[config.mk]
export PLATFORM = sky130hd
export DESIGN_NAME = rps_sequencer
export DESIGN_NICKNAME = d
export VERILOG_FILES = /design/src/rtl/rps_pkg.sv /design/src/rtl/rps_sequencer.sv
export VERILOG_INCLUDE_DIRS = /design/src /design/src/rtl
export SDC_FILE = /design/constraint.sdc
export NUM_CORES = 1
export LEC_CHECK = 0
export BUFFER_PORTS_ARGS = -buffer_cell sky130_fd_sc_hd__buf_2
export CORE_AREA = 2 2 74 104
export DETAILED_ROUTE_END_ITERATION = 16
export DIE_AREA = 0 0 76 106
export PLACE_DENSITY = 0.91
export SYNTH_ARGS = -nofsm -noshare
export SYNTH_HDL_FRONTEND = slang
export SYNTH_SLANG_ARGS = --single-unit
[constraint.sdc]
create_clock -name core_clk -period 6 [get_ports core_clk]
set_input_delay 0.9 -clock core_clk [delete_from_list [all_inputs] [get_ports core_clk]]
set_output_delay 0.9 -clock core_clk [all_outputs]
set_load 0.02 [all_outputs]
[src/rtl/rps_params.svh]
// Constants of the rail power sequencer: offsets, masks, reset values, timing
// Function
// RQ1 - Power-down turns rails off by the grouped scheme, not in reverse power-up order
// RQ2 - Power-good is never driven by a power-up slot
// RQ3 - Power-down groups run in descending order, group 4 first, group 1 last
// RQ4 - Buck rail 1 is in power-down group 1
// RQ5 - Buck rails 2, 3, 4, 7 and linear rail 2 are in group 4
// RQ6 - Buck rails 5 and 6 are in group 3, second step
// RQ7 - Linear rail 1 is in group 2, third step
// RQ8 - Linear rails 3 and 4 are in group 1 though never enabled
// RQ9 - Power-good drops with group 4 at the start of shutdown
// RQ10 - Host reset asserts with group 4; its rails follow 10 us later
// RQ11 - Each group is followed by a 120 us delay, same for all groups
// RQ12 - Power-up steps 500 us slots: 1, 40, 60, reset release at 80
// RQ13 - After group 1 completes, hold off 5.0 ms before a new power-up
`ifndef RPS_PARAMS_SVH
`define RPS_PARAMS_SVH

// Clock
`define RPS_CLK_MHZ 250

// Times in their own units and derived cycle counts
`define RPS_SLOT_BASE_US 500
`define RPS_SLOT_BASE_CYC (`RPS_SLOT_BASE_US * `RPS_CLK_MHZ)
`define RPS_RST_GROUP_DLY_US 10
`define RPS_RST_GROUP_DLY_CYC (`RPS_RST_GROUP_DLY_US * `RPS_CLK_MHZ)
`define RPS_GROUP_DLY_US 120
`define RPS_GROUP_DLY_CYC (`RPS_GROUP_DLY_US * `RPS_CLK_MHZ)
`define RPS_PD_HOLD_MS 5.0
`define RPS_PD_HOLD_CYC (int'(`RPS_PD_HOLD_MS * 1000.0 * `RPS_CLK_MHZ))

// Power-up slots
`define RPS_SLOT_FIRST 7'h01
`define RPS_SLOT_LINEAR_1 7'h28
`define RPS_SLOT_BUCK_5_6 7'h3c
`define RPS_SLOT_RESET_REL 7'h50

// Enable masks per slot (buck bit n is rail n+1, linear bit n is rail n+1)
`define RPS_UP_FIRST_BUCK 7'h4f
`define RPS_UP_FIRST_LIN 4'h2
`define RPS_UP_SLOT40_LIN 4'h1
`define RPS_UP_SLOT60_BUCK 7'h30

// Power-down group membership
`define RPS_PD_G4_BUCK 7'h4e
`define RPS_PD_G4_LIN 4'h2
`define RPS_PD_G3_BUCK 7'h30
`define RPS_PD_G3_LIN 4'h0
`define RPS_PD_G2_BUCK 7'h00
`define RPS_PD_G2_LIN 4'h1
`define RPS_PD_G1_BUCK 7'h01
`define RPS_PD_G1_LIN 4'hc
`define RPS_GROUP_TOP 3'h4

// Register offsets (byte addresses)
`define RPS_CTRL_OFS 8'h00
`define RPS_STAT_OFS 8'h04
`define RPS_EVT_OFS 8'h08

// Field positions
`define RPS_CTRL_ON_BIT 0
`define RPS_EVT_DONE_BIT 0

// Reset values
`define RPS_RST_BUCK 7'h00
`define RPS_RST_LIN 4'h0
`define RPS_RST_HOST_RST_N 1'b0
`define RPS_RST_SW_ON 1'b0

`endif

[src/rtl/rps_pkg.sv]
// Types of the rail power sequencer
package rps_pkg;

	typedef enum logic [2:0] {
		RPS_OFF,
		RPS_UP,
		RPS_ON,
		RPS_DOWN,
		RPS_HOLD
	} rps_phase_t;

	typedef struct packed {
		rps_phase_t phase;
		logic on_meta;
		logic on_sync;
		logic reg_meta;
		logic reg_sync;
		logic sw_on;
		logic done_flag;
		logic [20:0] timer;
		logic [6:0] slot;
		logic [2:0] group;
		logic [6:0] buck;
		logic [3:0] lin;
		logic host_rst_n;
		logic pg_allow;
		logic pg_out;
		logic ack;
		logic [31:0] rdata;
	} rps_state_t;

endpackage

[src/rtl/rps_sequencer.sv]
// Rail power sequencer with classic Wishbone register slave
`timescale 1ns/100ps
`include "rps_params.svh"

module rps_sequencer import rps_pkg::*; #(
	parameter int SLOT_CYC = `RPS_SLOT_BASE_CYC,
	parameter int GROUP_CYC = `RPS_GROUP_DLY_CYC,
	parameter int HOLD_CYC = `RPS_PD_HOLD_CYC
) (
	// Clock and reset
	input wire logic core_clk,
	input wire logic reset_n,
	// Wishbone slave
	input wire logic wb_cyc_i,
	input wire logic wb_stb_i,
	input wire logic wb_we_i,
	input wire logic [7:0] wb_adr_i,
	input wire logic [3:0] wb_sel_i,
	input wire logic [31:0] wb_dat_i,
	output logic [31:0] wb_dat_o,
	output logic wb_ack_o,
	// Pins from outside
	input wire logic power_on_in,
	input wire logic rails_in_regulation,
	// Rail enables and host signals
	output logic [6:0] buck_rail_en,
	output logic [3:0] linear_rail_en,
	output logic host_reset_out_n,
	output logic power_good_out
);

	localparam logic [20:0] SLOT_LOAD = 21'(SLOT_CYC - 1);
	localparam logic [20:0] GROUP_LOAD = 21'(GROUP_CYC - 1);
	localparam logic [20:0] HOLD_LOAD = 21'(HOLD_CYC - 1);
	localparam logic [20:0] RST_LOAD = 21'(`RPS_RST_GROUP_DLY_CYC - 1);

	rps_state_t s_q;
	rps_state_t s_d;

	logic on_req;
	logic tick;
	logic bus_req;
	logic bus_wr;
	logic [31:0] stat_word;

	assign on_req = s_q.on_sync | s_q.sw_on;
	assign tick = (s_q.timer == 21'h0);
	assign bus_req = wb_cyc_i & wb_stb_i;
	assign bus_wr = bus_req & wb_we_i & ~s_q.ack;

	assign stat_word = {2'h0, 3'(s_q.phase), 1'b0, s_q.group, 1'b0, s_q.slot, 1'b0,
		s_q.lin, 1'b0, s_q.buck, s_q.host_rst_n, s_q.pg_out};

	always_comb begin
		s_d = s_q;

		// Two-stage synchronisers for the pins
		s_d.on_meta = power_on_in;
		s_d.on_sync = s_q.on_meta;
		s_d.reg_meta = rails_in_regulation;
		s_d.reg_sync = s_q.reg_meta;

		if (!tick) begin
			s_d.timer = s_q.timer - 21'h1;
		end

		case (s_q.phase)
			RPS_OFF: begin
				if (on_req) begin
					s_d.phase = RPS_UP;
					s_d.slot = 7'h00;
					s_d.timer = SLOT_LOAD;
					s_d.pg_allow = 1'b1;
				end
			end
			RPS_UP: begin
				if (tick) begin
					s_d.slot = s_q.slot + 7'h1;
					s_d.timer = SLOT_LOAD;
					case (s_q.slot + 7'h1)
						`RPS_SLOT_FIRST: begin
							s_d.buck = s_q.buck | `RPS_UP_FIRST_BUCK; // see RQ12
							s_d.lin = s_q.lin | `RPS_UP_FIRST_LIN; // see RQ12
						end
						`RPS_SLOT_LINEAR_1: begin
							s_d.lin = s_q.lin | `RPS_UP_SLOT40_LIN; // see RQ12
						end
						`RPS_SLOT_BUCK_5_6: begin
							s_d.buck = s_q.buck | `RPS_UP_SLOT60_BUCK; // see RQ12
						end
						`RPS_SLOT_RESET_REL: begin
							s_d.host_rst_n = 1'b1; // see RQ12
							s_d.phase = RPS_ON;
						end
						default: begin
						end
					endcase
				end
			end
			RPS_ON: begin
			end
			RPS_DOWN: begin
				if (tick) begin
					s_d.timer = GROUP_LOAD; // see RQ11
					s_d.group = s_q.group - 3'h1; // see RQ3
					case (s_q.group)
						3'h4: begin
							s_d.buck = s_q.buck & ~`RPS_PD_G4_BUCK; // see RQ5
							s_d.lin = s_q.lin & ~`RPS_PD_G4_LIN; // see RQ5
						end
						3'h3: begin
							s_d.buck = s_q.buck & ~`RPS_PD_G3_BUCK; // see RQ6
							s_d.lin = s_q.lin & ~`RPS_PD_G3_LIN;
						end
						3'h2: begin
							s_d.buck = s_q.buck & ~`RPS_PD_G2_BUCK;
							s_d.lin = s_q.lin & ~`RPS_PD_G2_LIN; // see RQ7
						end
						3'h1: begin
							s_d.buck = s_q.buck & ~`RPS_PD_G1_BUCK; // see RQ4
							s_d.lin = s_q.lin & ~`RPS_PD_G1_LIN; // see RQ8
						end
						default: begin
							// Group 1 delay elapsed: start the restart hold-off
							s_d.group = 3'h0;
							s_d.phase = RPS_HOLD;
							s_d.timer = HOLD_LOAD; // see RQ13
						end
					endcase
				end
			end
			RPS_HOLD: begin
				if (tick) begin
					s_d.phase = RPS_OFF; // see RQ13
					s_d.done_flag = 1'b1;
				end
			end
			default: begin
				s_d.phase = RPS_OFF;
			end
		endcase

		// Loss of the on request starts the grouped shutdown, which does not mirror power-up
		if ((s_q.phase == RPS_UP || s_q.phase == RPS_ON) && !on_req) begin
			s_d.phase = RPS_DOWN; // see RQ1
			s_d.group = `RPS_GROUP_TOP; // see RQ3
			s_d.host_rst_n = 1'b0; // see RQ10
			s_d.pg_allow = 1'b0; // see RQ9
			s_d.timer = RST_LOAD; // see RQ10
			s_d.buck = s_q.buck;
			s_d.lin = s_q.lin;
			s_d.slot = s_q.slot;
		end

		// Power-good follows regulation, gated off from reset or shutdown until the next power-up starts
		s_d.pg_out = s_q.reg_sync & s_d.pg_allow; // see RQ2

		// Wishbone: one wait state, ack for one cycle, unmapped reads zero
		s_d.ack = bus_req & ~s_q.ack;
		s_d.rdata = 32'h0;
		if (bus_req && !s_q.ack) begin
			case (wb_adr_i)
				`RPS_CTRL_OFS: s_d.rdata = {31'h0, s_q.sw_on};
				`RPS_STAT_OFS: s_d.rdata = stat_word;
				`RPS_EVT_OFS: s_d.rdata = {31'h0, s_q.done_flag};
				default: s_d.rdata = 32'h0;
			endcase
		end
		if (bus_wr && wb_sel_i[0]) begin
			case (wb_adr_i)
				`RPS_CTRL_OFS: s_d.sw_on = wb_dat_i[`RPS_CTRL_ON_BIT];
				`RPS_EVT_OFS: begin
					// Write one clears; a completion in the same cycle wins
					if (wb_dat_i[`RPS_EVT_DONE_BIT] && !(s_q.phase == RPS_HOLD && tick)) begin
						s_d.done_flag = 1'b0;
					end
				end
				default: begin
				end
			endcase
		end
	end

	always_ff @(posedge core_clk or negedge reset_n) begin
		if (!reset_n) begin
			s_q <= '0;
			s_q.phase <= RPS_OFF;
			s_q.buck <= `RPS_RST_BUCK;
			s_q.lin <= `RPS_RST_LIN;
			s_q.host_rst_n <= `RPS_RST_HOST_RST_N;
			s_q.sw_on <= `RPS_RST_SW_ON;
		end else begin
			s_q <= s_d;
		end
	end

	assign buck_rail_en = s_q.buck;
	assign linear_rail_en = s_q.lin;
	assign host_reset_out_n = s_q.host_rst_n;
	assign power_good_out = s_q.pg_out;
	assign wb_dat_o = s_q.rdata;
	assign wb_ack_o = s_q.ack;

endmodule

==> results.md, run 1 <==
- Worst Path Max Fanout: 16
- TritonCTS Sinks: 70
- Required time of the critical path: 6.21 ns
- Max cap viols: 0
- Final setup fails: 0
- Fillers: 590
- Final HPWL DP: 6300 µm
- Core Box Area: 7180 µm²
- Layout cells sized above 1: 0.193
- Wire length per cell: 17.1 µm
- Non-filler cells, final: 526
- Fmax: 0.357 GHz
- Share of the yosys chip area belonging to registers: 0.440
- Total Power Consumption: 0.00112 W
- Setup crit end kind: register
- Final instance area: 4150 µm²
- R2R Setup Slk: 3.20 ns
- GP Congestion: 0.952
- Peak VDD IR: 131 µV
- CP arrival: 3.01 ns
- Worst Hold Class: register to register
- Tot GR Track Use: 0.236
- Placement Rows: 37
- PwrDens: 271 nW/µm²
- IO Port Bufs: 54
- DRT Wirelength: 9020 µm
- Slew headroom: 0.297
- Die width: 76 µm
- Place WS: 3.15 ns
- Critical path launch point type: register
- Number of synthesized flops with an enable pin: 0
- Unique masters post-synth: 63
- Final Skew: 0.00954 ns
- CTS tree: yes
- Initial Util: 0.555
- Post-synth ARST share: 1.00
- DR iter-0 viols: 357
- Cell count after synthesis: 415
- Worst skew pair latency: 0.35 ns
- Register bit count reported by yosys: 70
- Status: complete, no violations
- CTS Root Cell: clkbuf_8
- Initial antenna violation count: 0
- Ys Warns: 0
- I/O pins: 97
- Htree depth: 3
- P_leak: 1.92 nW
- Detail Route Antenna Nets: 0
- Post-Synthesis Mean Instance Area: 9.60 µm²
- Setup ws final: 3.20 ns
- Die Height: 106 µm
- First drt pass iteration count: 5
- Hold Fails Final Rpt: 0
- Final worst-path cycle share: 0.467
- Total congestion overflow: 0
- Clock-pin slew on the worst setup and hold paths: 0.07 ns
- Placed cell count: 515
- Synth-to-layout area growth: 4.24%
- Top_reg_cell synth: dfrtp_1
- RSZ-0062 raised after global routing: false
- Post-CTS Setup Repair Bufs: 0
- CTS Hold Bufs: 0
- TNS Setup: 0 ns
- Vias per cell: 6.21
- Largest net degree at the start of global routing: 71
- DP Area: 4020 µm²
- Tightest Pin Transition: 1.05 ns
- Critical path type: register to register
- Vias post-DR: 3269
- Die area: 8060 µm²
- Cts repair resizes: 0
- Layout Nets: 490
- Final Critical Period: 2.80 ns
- Synthesized cell area: 3990 µm²
- Antenna fix cells: 0
- Final Slew Violations: 0
- First-pass GRT wire length: 14900 µm
- Max clock buf depth: 2
- Total DRC errors in the routed layout: 0
- Vias in the first global route: 3284
- Clock buffers created by TritonCTS: 9
-- registers in the layout (all words and copies together), names as in the netlist --
register          flops
buck_rail_en          3
wb_ack_o              1
linear_rail_en        2
power_good_out        1
host_reset_out_n      1
s_q                  39
s_d                   2
wb_dat_o             21
-- synthesized netlist by cell type, types with 3 or more instances --
library cell | number | share of area
o21ai_0 | 22 | 0.028
xnor2_1 | 7 | 0.015
a21o_1 | 3 | 0.0057
nor3_1 | 13 | 0.016
a211oi_1 | 3 | 0.0057
o31ai_1 | 6 | 0.011
nand3_1 | 18 | 0.023
clkbuf_1 | 13 | 0.012
a31oi_1 | 3 | 0.0047
a41oi_1 | 3 | 0.0066
dfrtp_1 | 70 | 0.44
nand2b_1 | 3 | 0.0047
buf_2 | 4 | 0.0050
nor2_1 | 29 | 0.027
inv_1 | 17 | 0.016
nor4_2 | 3 | 0.0094
ha_1 | 10 | 0.031
mux2_2 | 3 | 0.0085
a21oi_1 | 11 | 0.014
buf_4 | 44 | 0.083
or3_1 | 5 | 0.0078
xor2_1 | 8 | 0.018
o311ai_0 | 3 | 0.0066
nand4_1 | 6 | 0.0094
nor4_1 | 24 | 0.038
and2_1 | 12 | 0.019
or2_2 | 3 | 0.0047
o22ai_1 | 4 | 0.0063
mux2i_1 | 3 | 0.0075
nand2_1 | 19 | 0.018
-- per-stage QoR --
step,hold WS (ns),util
floorplan,0.331,-
global placement,0.335,0.561
detailed placement,0.337,0.561
CTS,0.351,0.579
global route,0.360,0.579
finish,0.348,0.579
-- critical path: stages, from the launching register on --
cell	delay (ns)
dfrtp_1	0.42
inv_1	0.11
ha_1	0.16
nor4b_2	0.41
and4b_1	0.67
nand3_1	0.47
o311ai_0	0.28
nand3_1	0.13
-- path summary, 6_finish.rpt --
kind / startpoint / to / cells past startpoint
max: s_q[57] / buck_rail_en[0] / 7
min: s_d[80] / s_q[80] / 0
max reg2reg: s_q[57] / buck_rail_en[0] / 7
min reg2reg: s_d[80] / s_q[80] / 0
max in group asynchronous: reset_n / s_q[34] / 2
min in group asynchronous: reset_n / wb_dat_o[27] / 2
-- layout make-up --
| cell class | instances | area, µm² | share of cell area |
|---|---|---|---|
| flip-flops and latches | 70 | 1750 | 0.422 |
| multi-input cells | 274 | 1800 | 0.433 |
| repair buffers | 56 | 285 | 0.0687 |
| well taps | 97 | 121 | 0.0292 |
| clock buffers | 11 | 131 | 0.0316 |
| inverters | 18 | 67.6 | 0.0163 |
-- routing by layer --
layer  vias to the layer above  global-route usage  routed length (µm)
li1                       1484                   -                   -
met1                      1581               0.256                3450
met2                       161               0.400                4630
met3                        43              0.0450                 482
met4                         0               0.192                 456
met5                         -                   0                   0
-- cell usage in the layout, fill, tap and decap left out, drive strengths merged, types with 5 or more instances in the layout --
cell type   n
a21oi      11
and2       12
buf        56
clkbuf     11
conb        9
dfrtp      70
ha         10
inv        18
nand2      19
nand3      18
nand4       6
nor2       30
nor3       13
nor4       27
o21ai      24
o31ai       6
or2         5
or3         5
xnor2       7
xor2        8
-- cells by family (layout without fill, tap and decap cells) --
logic type	count (synthesis)	after routing	synth area share
adders and majority gates	10	10	0.0314
buffers and inverters	79	85	0.117
other	1	9	0.000941
and+or+nand+nor	154	154	0.224
AOI/OAI and AO/OA	80	80	0.138
DFF	70	70	0.440
xor gates and xnor gates	15	15	0.0330
muxes	6	6	0.0160
-- where the power goes --
group | total, W | switching, W | internal [W]
logic | 0.000233 | 0.000132 | 0.000101
registers | 0.000599 | 0.0000693 | 0.000530
clock network | 0.000293 | 0.000154 | 0.000139
Note: power is estimated with default switching activity, not from simulation.
==> run 2, diff against run 1 <==
ABC_AREA = 1   (was default)
CORE_AREA = 2 2 83 116   (was 2 2 74 104)
DIE_AREA = 0 0 85 118   (was 0 0 76 106)
PLACE_DENSITY = 0.83   (was 0.91)
clock period = 2.49 ns   (was 6 ns; I/O delays follow)
==> run 2 against run 1 <==
  * First-iteration DRC count is 15% lower
  * Largest cell class unchanged
  * Via count is 17% higher
  * Wire length is 17% higher
  * Global-route usage is 1.3 points lower
  * Flip-flop and latch count stayed put
  * Synthesized area is 7.9% higher
  * Highest routed layer unchanged
  * Design area is 14% higher
  * Sequential power is 140% higher
  * Sequential share of layout area is 5.2 points lower
  * Fmax is 33% higher
==> results.md, run 2 <==
- GP Congestion: 0.931 (-2.2%)
- Final Slew Violations: 0 (unchanged)
- Top_reg_cell synth: dfrtp_1
- Vias post-DR: 3811 (+17%)
- Worst Path Max Fanout: 4 (-12)
- Unique masters post-synth: 43 (-32%)
- R2R Setup Slk: 0.39 ns (-2.81 ns)
- TritonCTS Sinks: 70 (unchanged)
- Synth Area in Adders: 0.0291 (-0.00230)
- Peak VDD IR: 662 µV (+400%)
- Max reg flops: 39 (unchanged)
- Number of synthesized flops with an enable pin: 0 (unchanged)
- Placement Rows: 41 (+11%)
- Post-synth ARST share: 1.00 (unchanged)
- Required time of the critical path: 2.72 ns (-3.49 ns)
- CTS Root Cell: clkbuf_16
- Slew headroom: 0.652 (+0.355)
- Layout Nets: 644 (+31%)
- Tightest Pin Transition: 0.519 ns (-0.528 ns)
- Largest net degree at the start of global routing: 29 (-59%)
- TNS Setup: 0 ns (unchanged)
- Tot GR Track Use: 0.223 (-0.0125)
- Die area: 10000 µm² (+25%)
- Yosys top cell area share: 0.407 (-0.0322)
- Placed cell count: 678 (+32%)
- Antenna fix cells: 0 (unchanged)
- Ys Warns: 0 (unchanged)
- Hold Fails Final Rpt: 0 (unchanged)
- Worst setup path start: s_q[47]
- WP depth: 13 (+6)
- Clock buffers created by TritonCTS: 9 (unchanged)
- P_leak: 2.45 nW (+28%)
- Simple-Gate Fraction of Synth Area: 0.325 (+0.101)
- Total DRC errors in the routed layout: 0 (unchanged)
- Slowest-stage cell, CP: dfrtp_1
- DRT Wirelength: 10500 µm (+17%)
- Htree depth: 3 (unchanged)
- Post-CTS Setup Repair Bufs: 0 (unchanged)
- End point of the critical path: s_q[70]
- Critical path type: register to register
- Total congestion overflow: 0 (unchanged)
- PwrDens: 896 nW/µm² (+230%)
- Buf/Inv on CP: 5 (+4)
- Final worst-path cycle share: 0.844 (+0.377)
- Final Critical Period: 2.10 ns (-0.700 ns)
- Largest family of logic cells by synthesized area: simple AND/OR/NAND/NOR gates
- Fmax: 0.476 GHz (+33%)
- Synth Area in XOR/XNOR: 0.0183 (-0.0146)
- IO Port Bufs: 54 (unchanged)
- Synth cell count leaders: nand2_1 (119), dfrtp_1 (70), inv_1 (59), nor2_1 (59), buf_4 (46)
- Worst R2R Path Depth: 13 (+6)
- DR iter-0 viols: 303 (-15%)
- First-pass GRT wire length: 17800 µm (+19%)
- Cell with the most instances after synthesis: nand2_1
- Post-Synthesis Mean Instance Area: 7.76 µm² (-19%)
- Most common cell after layout, fill and taps aside: nand2_1
- Area leader, netlist: dfrtp_1
- First drt pass iteration count: 5 (unchanged)
- Largest cells by area after synthesis: dfrtp_1 (41%), nand2_1 (10%), buf_4 (8.0%)
- Synth Area in Compound Gates: 0.0739 (-0.0639)
- Layout cells sized above 1: 0.194 (+0.000404)
- Clock-pin slew on the worst setup and hold paths: 0.05 ns (-0.02 ns)
- Max clock buf depth: 2 (unchanged)
- CP arrival: 2.34 ns (-0.67 ns)
- Post-synthesis mux area share: 0.00233 (-0.0137)
- Final setup fails: 0 (unchanged)
- Most frequent cells in the layout: nand2_1 (119), dfrtp_1 (70), inv_1 (59), nor2_1 (59), buf_2 (54)
- Worst skew pair latency: 0.34 ns (about the same)
- CP peak stage delay: 0.41 ns (-0.26 ns)
- Biggest register: s_q
- I/O pins: 97 (unchanged)
- Final Skew: 0.00542 ns (-0.00412 ns)
- Synth-to-layout area growth: 10.1%
- Max cap viols: 0 (unchanged)
- Top delay family on crit path: simple AND/OR/NAND/NOR gates
- Initial antenna violation count: 0 (unchanged)
- Status: complete, no violations
- Fillers: 804 (+36%)
- Cell count after synthesis: 554 (+33%)
- Core Box Area: 8980 µm² (+25%)
- Worst Hold Class: input port to register
- CP dominant cell by count: inv_1
- Die Height: 118 µm (+11%)
- CTS tree: yes
- Vias in the first global route: 3853 (+17%)
- Crit-path cells: inv_1 -> ha_1 -> ha_1 -> inv_1 -> nand2_1 -> nor2_1 -> inv_1 -> o211ai_1 -> nand2_1 -> inv_1 -> nand2_1 -> nand2_1 -> inv_1
- Critical path launch point type: register
- Die width: 85 µm (+12%)
- Wire length per cell: 15.1 µm (-12%)
- Synthesized cell area: 4300 µm² (+7.9%)
- RSZ-0062 raised after global routing: false
- R2r endpoint: s_q[70]
- Setup crit end kind: register
- Reg2Reg Launch Point: s_q[47]
- Vias per cell: 5.48 (-12%)
- Detail Route Antenna Nets: 0 (unchanged)
- Register bit count reported by yosys: 70 (unchanged)
- Initial Util: 0.479 (-0.0763)
- Share of the yosys chip area belonging to registers: 0.407 (-0.0322)
- Non-filler cells, final: 695 (+32%)
- Final HPWL DP: 7800 µm (+24%)
## run 2: changes by cell type after synthesis, moves of 5 or more
cell	change
nand3_1	+24
nor4_1	-23
nor2_4	+9
nor2_2	+8
and2_1	-12
nand2_2	+8
nor3_1	+11
nand2_1	+100
inv_1	+42
inv_2	+8
xnor2_1	-6
or3_1	-5
clkbuf_1	-13
nor2_1	+30
## run 2: worst min-delay path by stage
stage,from,endpoint,slack (ns),cells past startpoint
after floorplan,reset_n,buck_rail_en[0],0.08,0
after global placement,reset_n,wb_dat_o[13],0.32,1
final,rails_in_regulation,s_d[80],0.14,1
after CTS,rails_in_regulation,s_d[80],0.13,1
after detailed placement,reset_n,wb_dat_o[13],0.33,1
after global routing,rails_in_regulation,s_d[80],0.13,1
## run 2: what timing repair did
action,CTS,global route
endpoints found under the hold margin,16,0
hold buffers,1,0
gates resized for setup,0,0
## run 2: worst register-to-register path, stage by stage, from the launching register on
cell,delay [ns]
dfrtp_1,0.41
inv_1,0.11
ha_1,0.21
ha_1,0.20
inv_1,0.06
nand2_1,0.08
nor2_1,0.26
inv_1,0.10
o211ai_1,0.23
nand2_1,0.09
inv_1,0.09
nand2_1,0.05
nand2_1,0.05
inv_1,0.04
## run 2: layout make-up
cell class | instances | area [µm²] | area share
clock inverters | 2 | 37.5 | 0.00793
repair buffers | 58 | 303 | 0.0640
flip-flops and latches | 70 | 1750 | 0.370
well taps | 107 | 134 | 0.0283
inverters | 70 | 263 | 0.0555
multi-input cells | 374 | 1960 | 0.414
clock buffers | 14 | 284 | 0.0600
## run 2: kinds of logic (layout without fill, tap and decap cells)
family | Yosys count | after routing
flip-flops | 70 | 70
multiplexers | 1 | 1
adder cells (fa/ha/maj) | 10 | 10
AND/OR/NAND/NOR | 291 | 291
XOR/XNOR | 9 | 9
AO/OA/AOI/OAI | 54 | 54
buffers and inverters | 118 | 144
other | 1 | 9
## run 2: report_power, final
group	switching (W)	internal, W	total (W)	leakage (nW)
Combinational	0.00101	0.000423	0.00144	1.38
Clock	0.000483	0.000885	0.00137	0.155
Sequential	0.000158	0.00128	0.00144	0.919
## run 2: per-stage QoR
step	utilization	total power [W]	cell area (µm²)	hold slack (ns)	setup slack (ns)
floorplan	-	0.00251	4330	0.0779	0.763
global placement	0.490	0.00280	4400	0.317	0.500
detailed placement	0.490	0.00285	4400	0.328	0.440
CTS	0.527	0.00423	4730	0.130	0.410
global route	0.527	0.00452	4730	0.131	0.217
finish	0.527	0.00424	4730	0.138	0.388
## run 2: layer usage
metal	GRT usage	part of all wire	vias to the layer above
li1	-	-	1796
met1	0.234	0.36	1775
met2	0.394	0.52	186
met3	0.0512	0.066	54
met4	0.138	0.057	0
met5	0	0	-
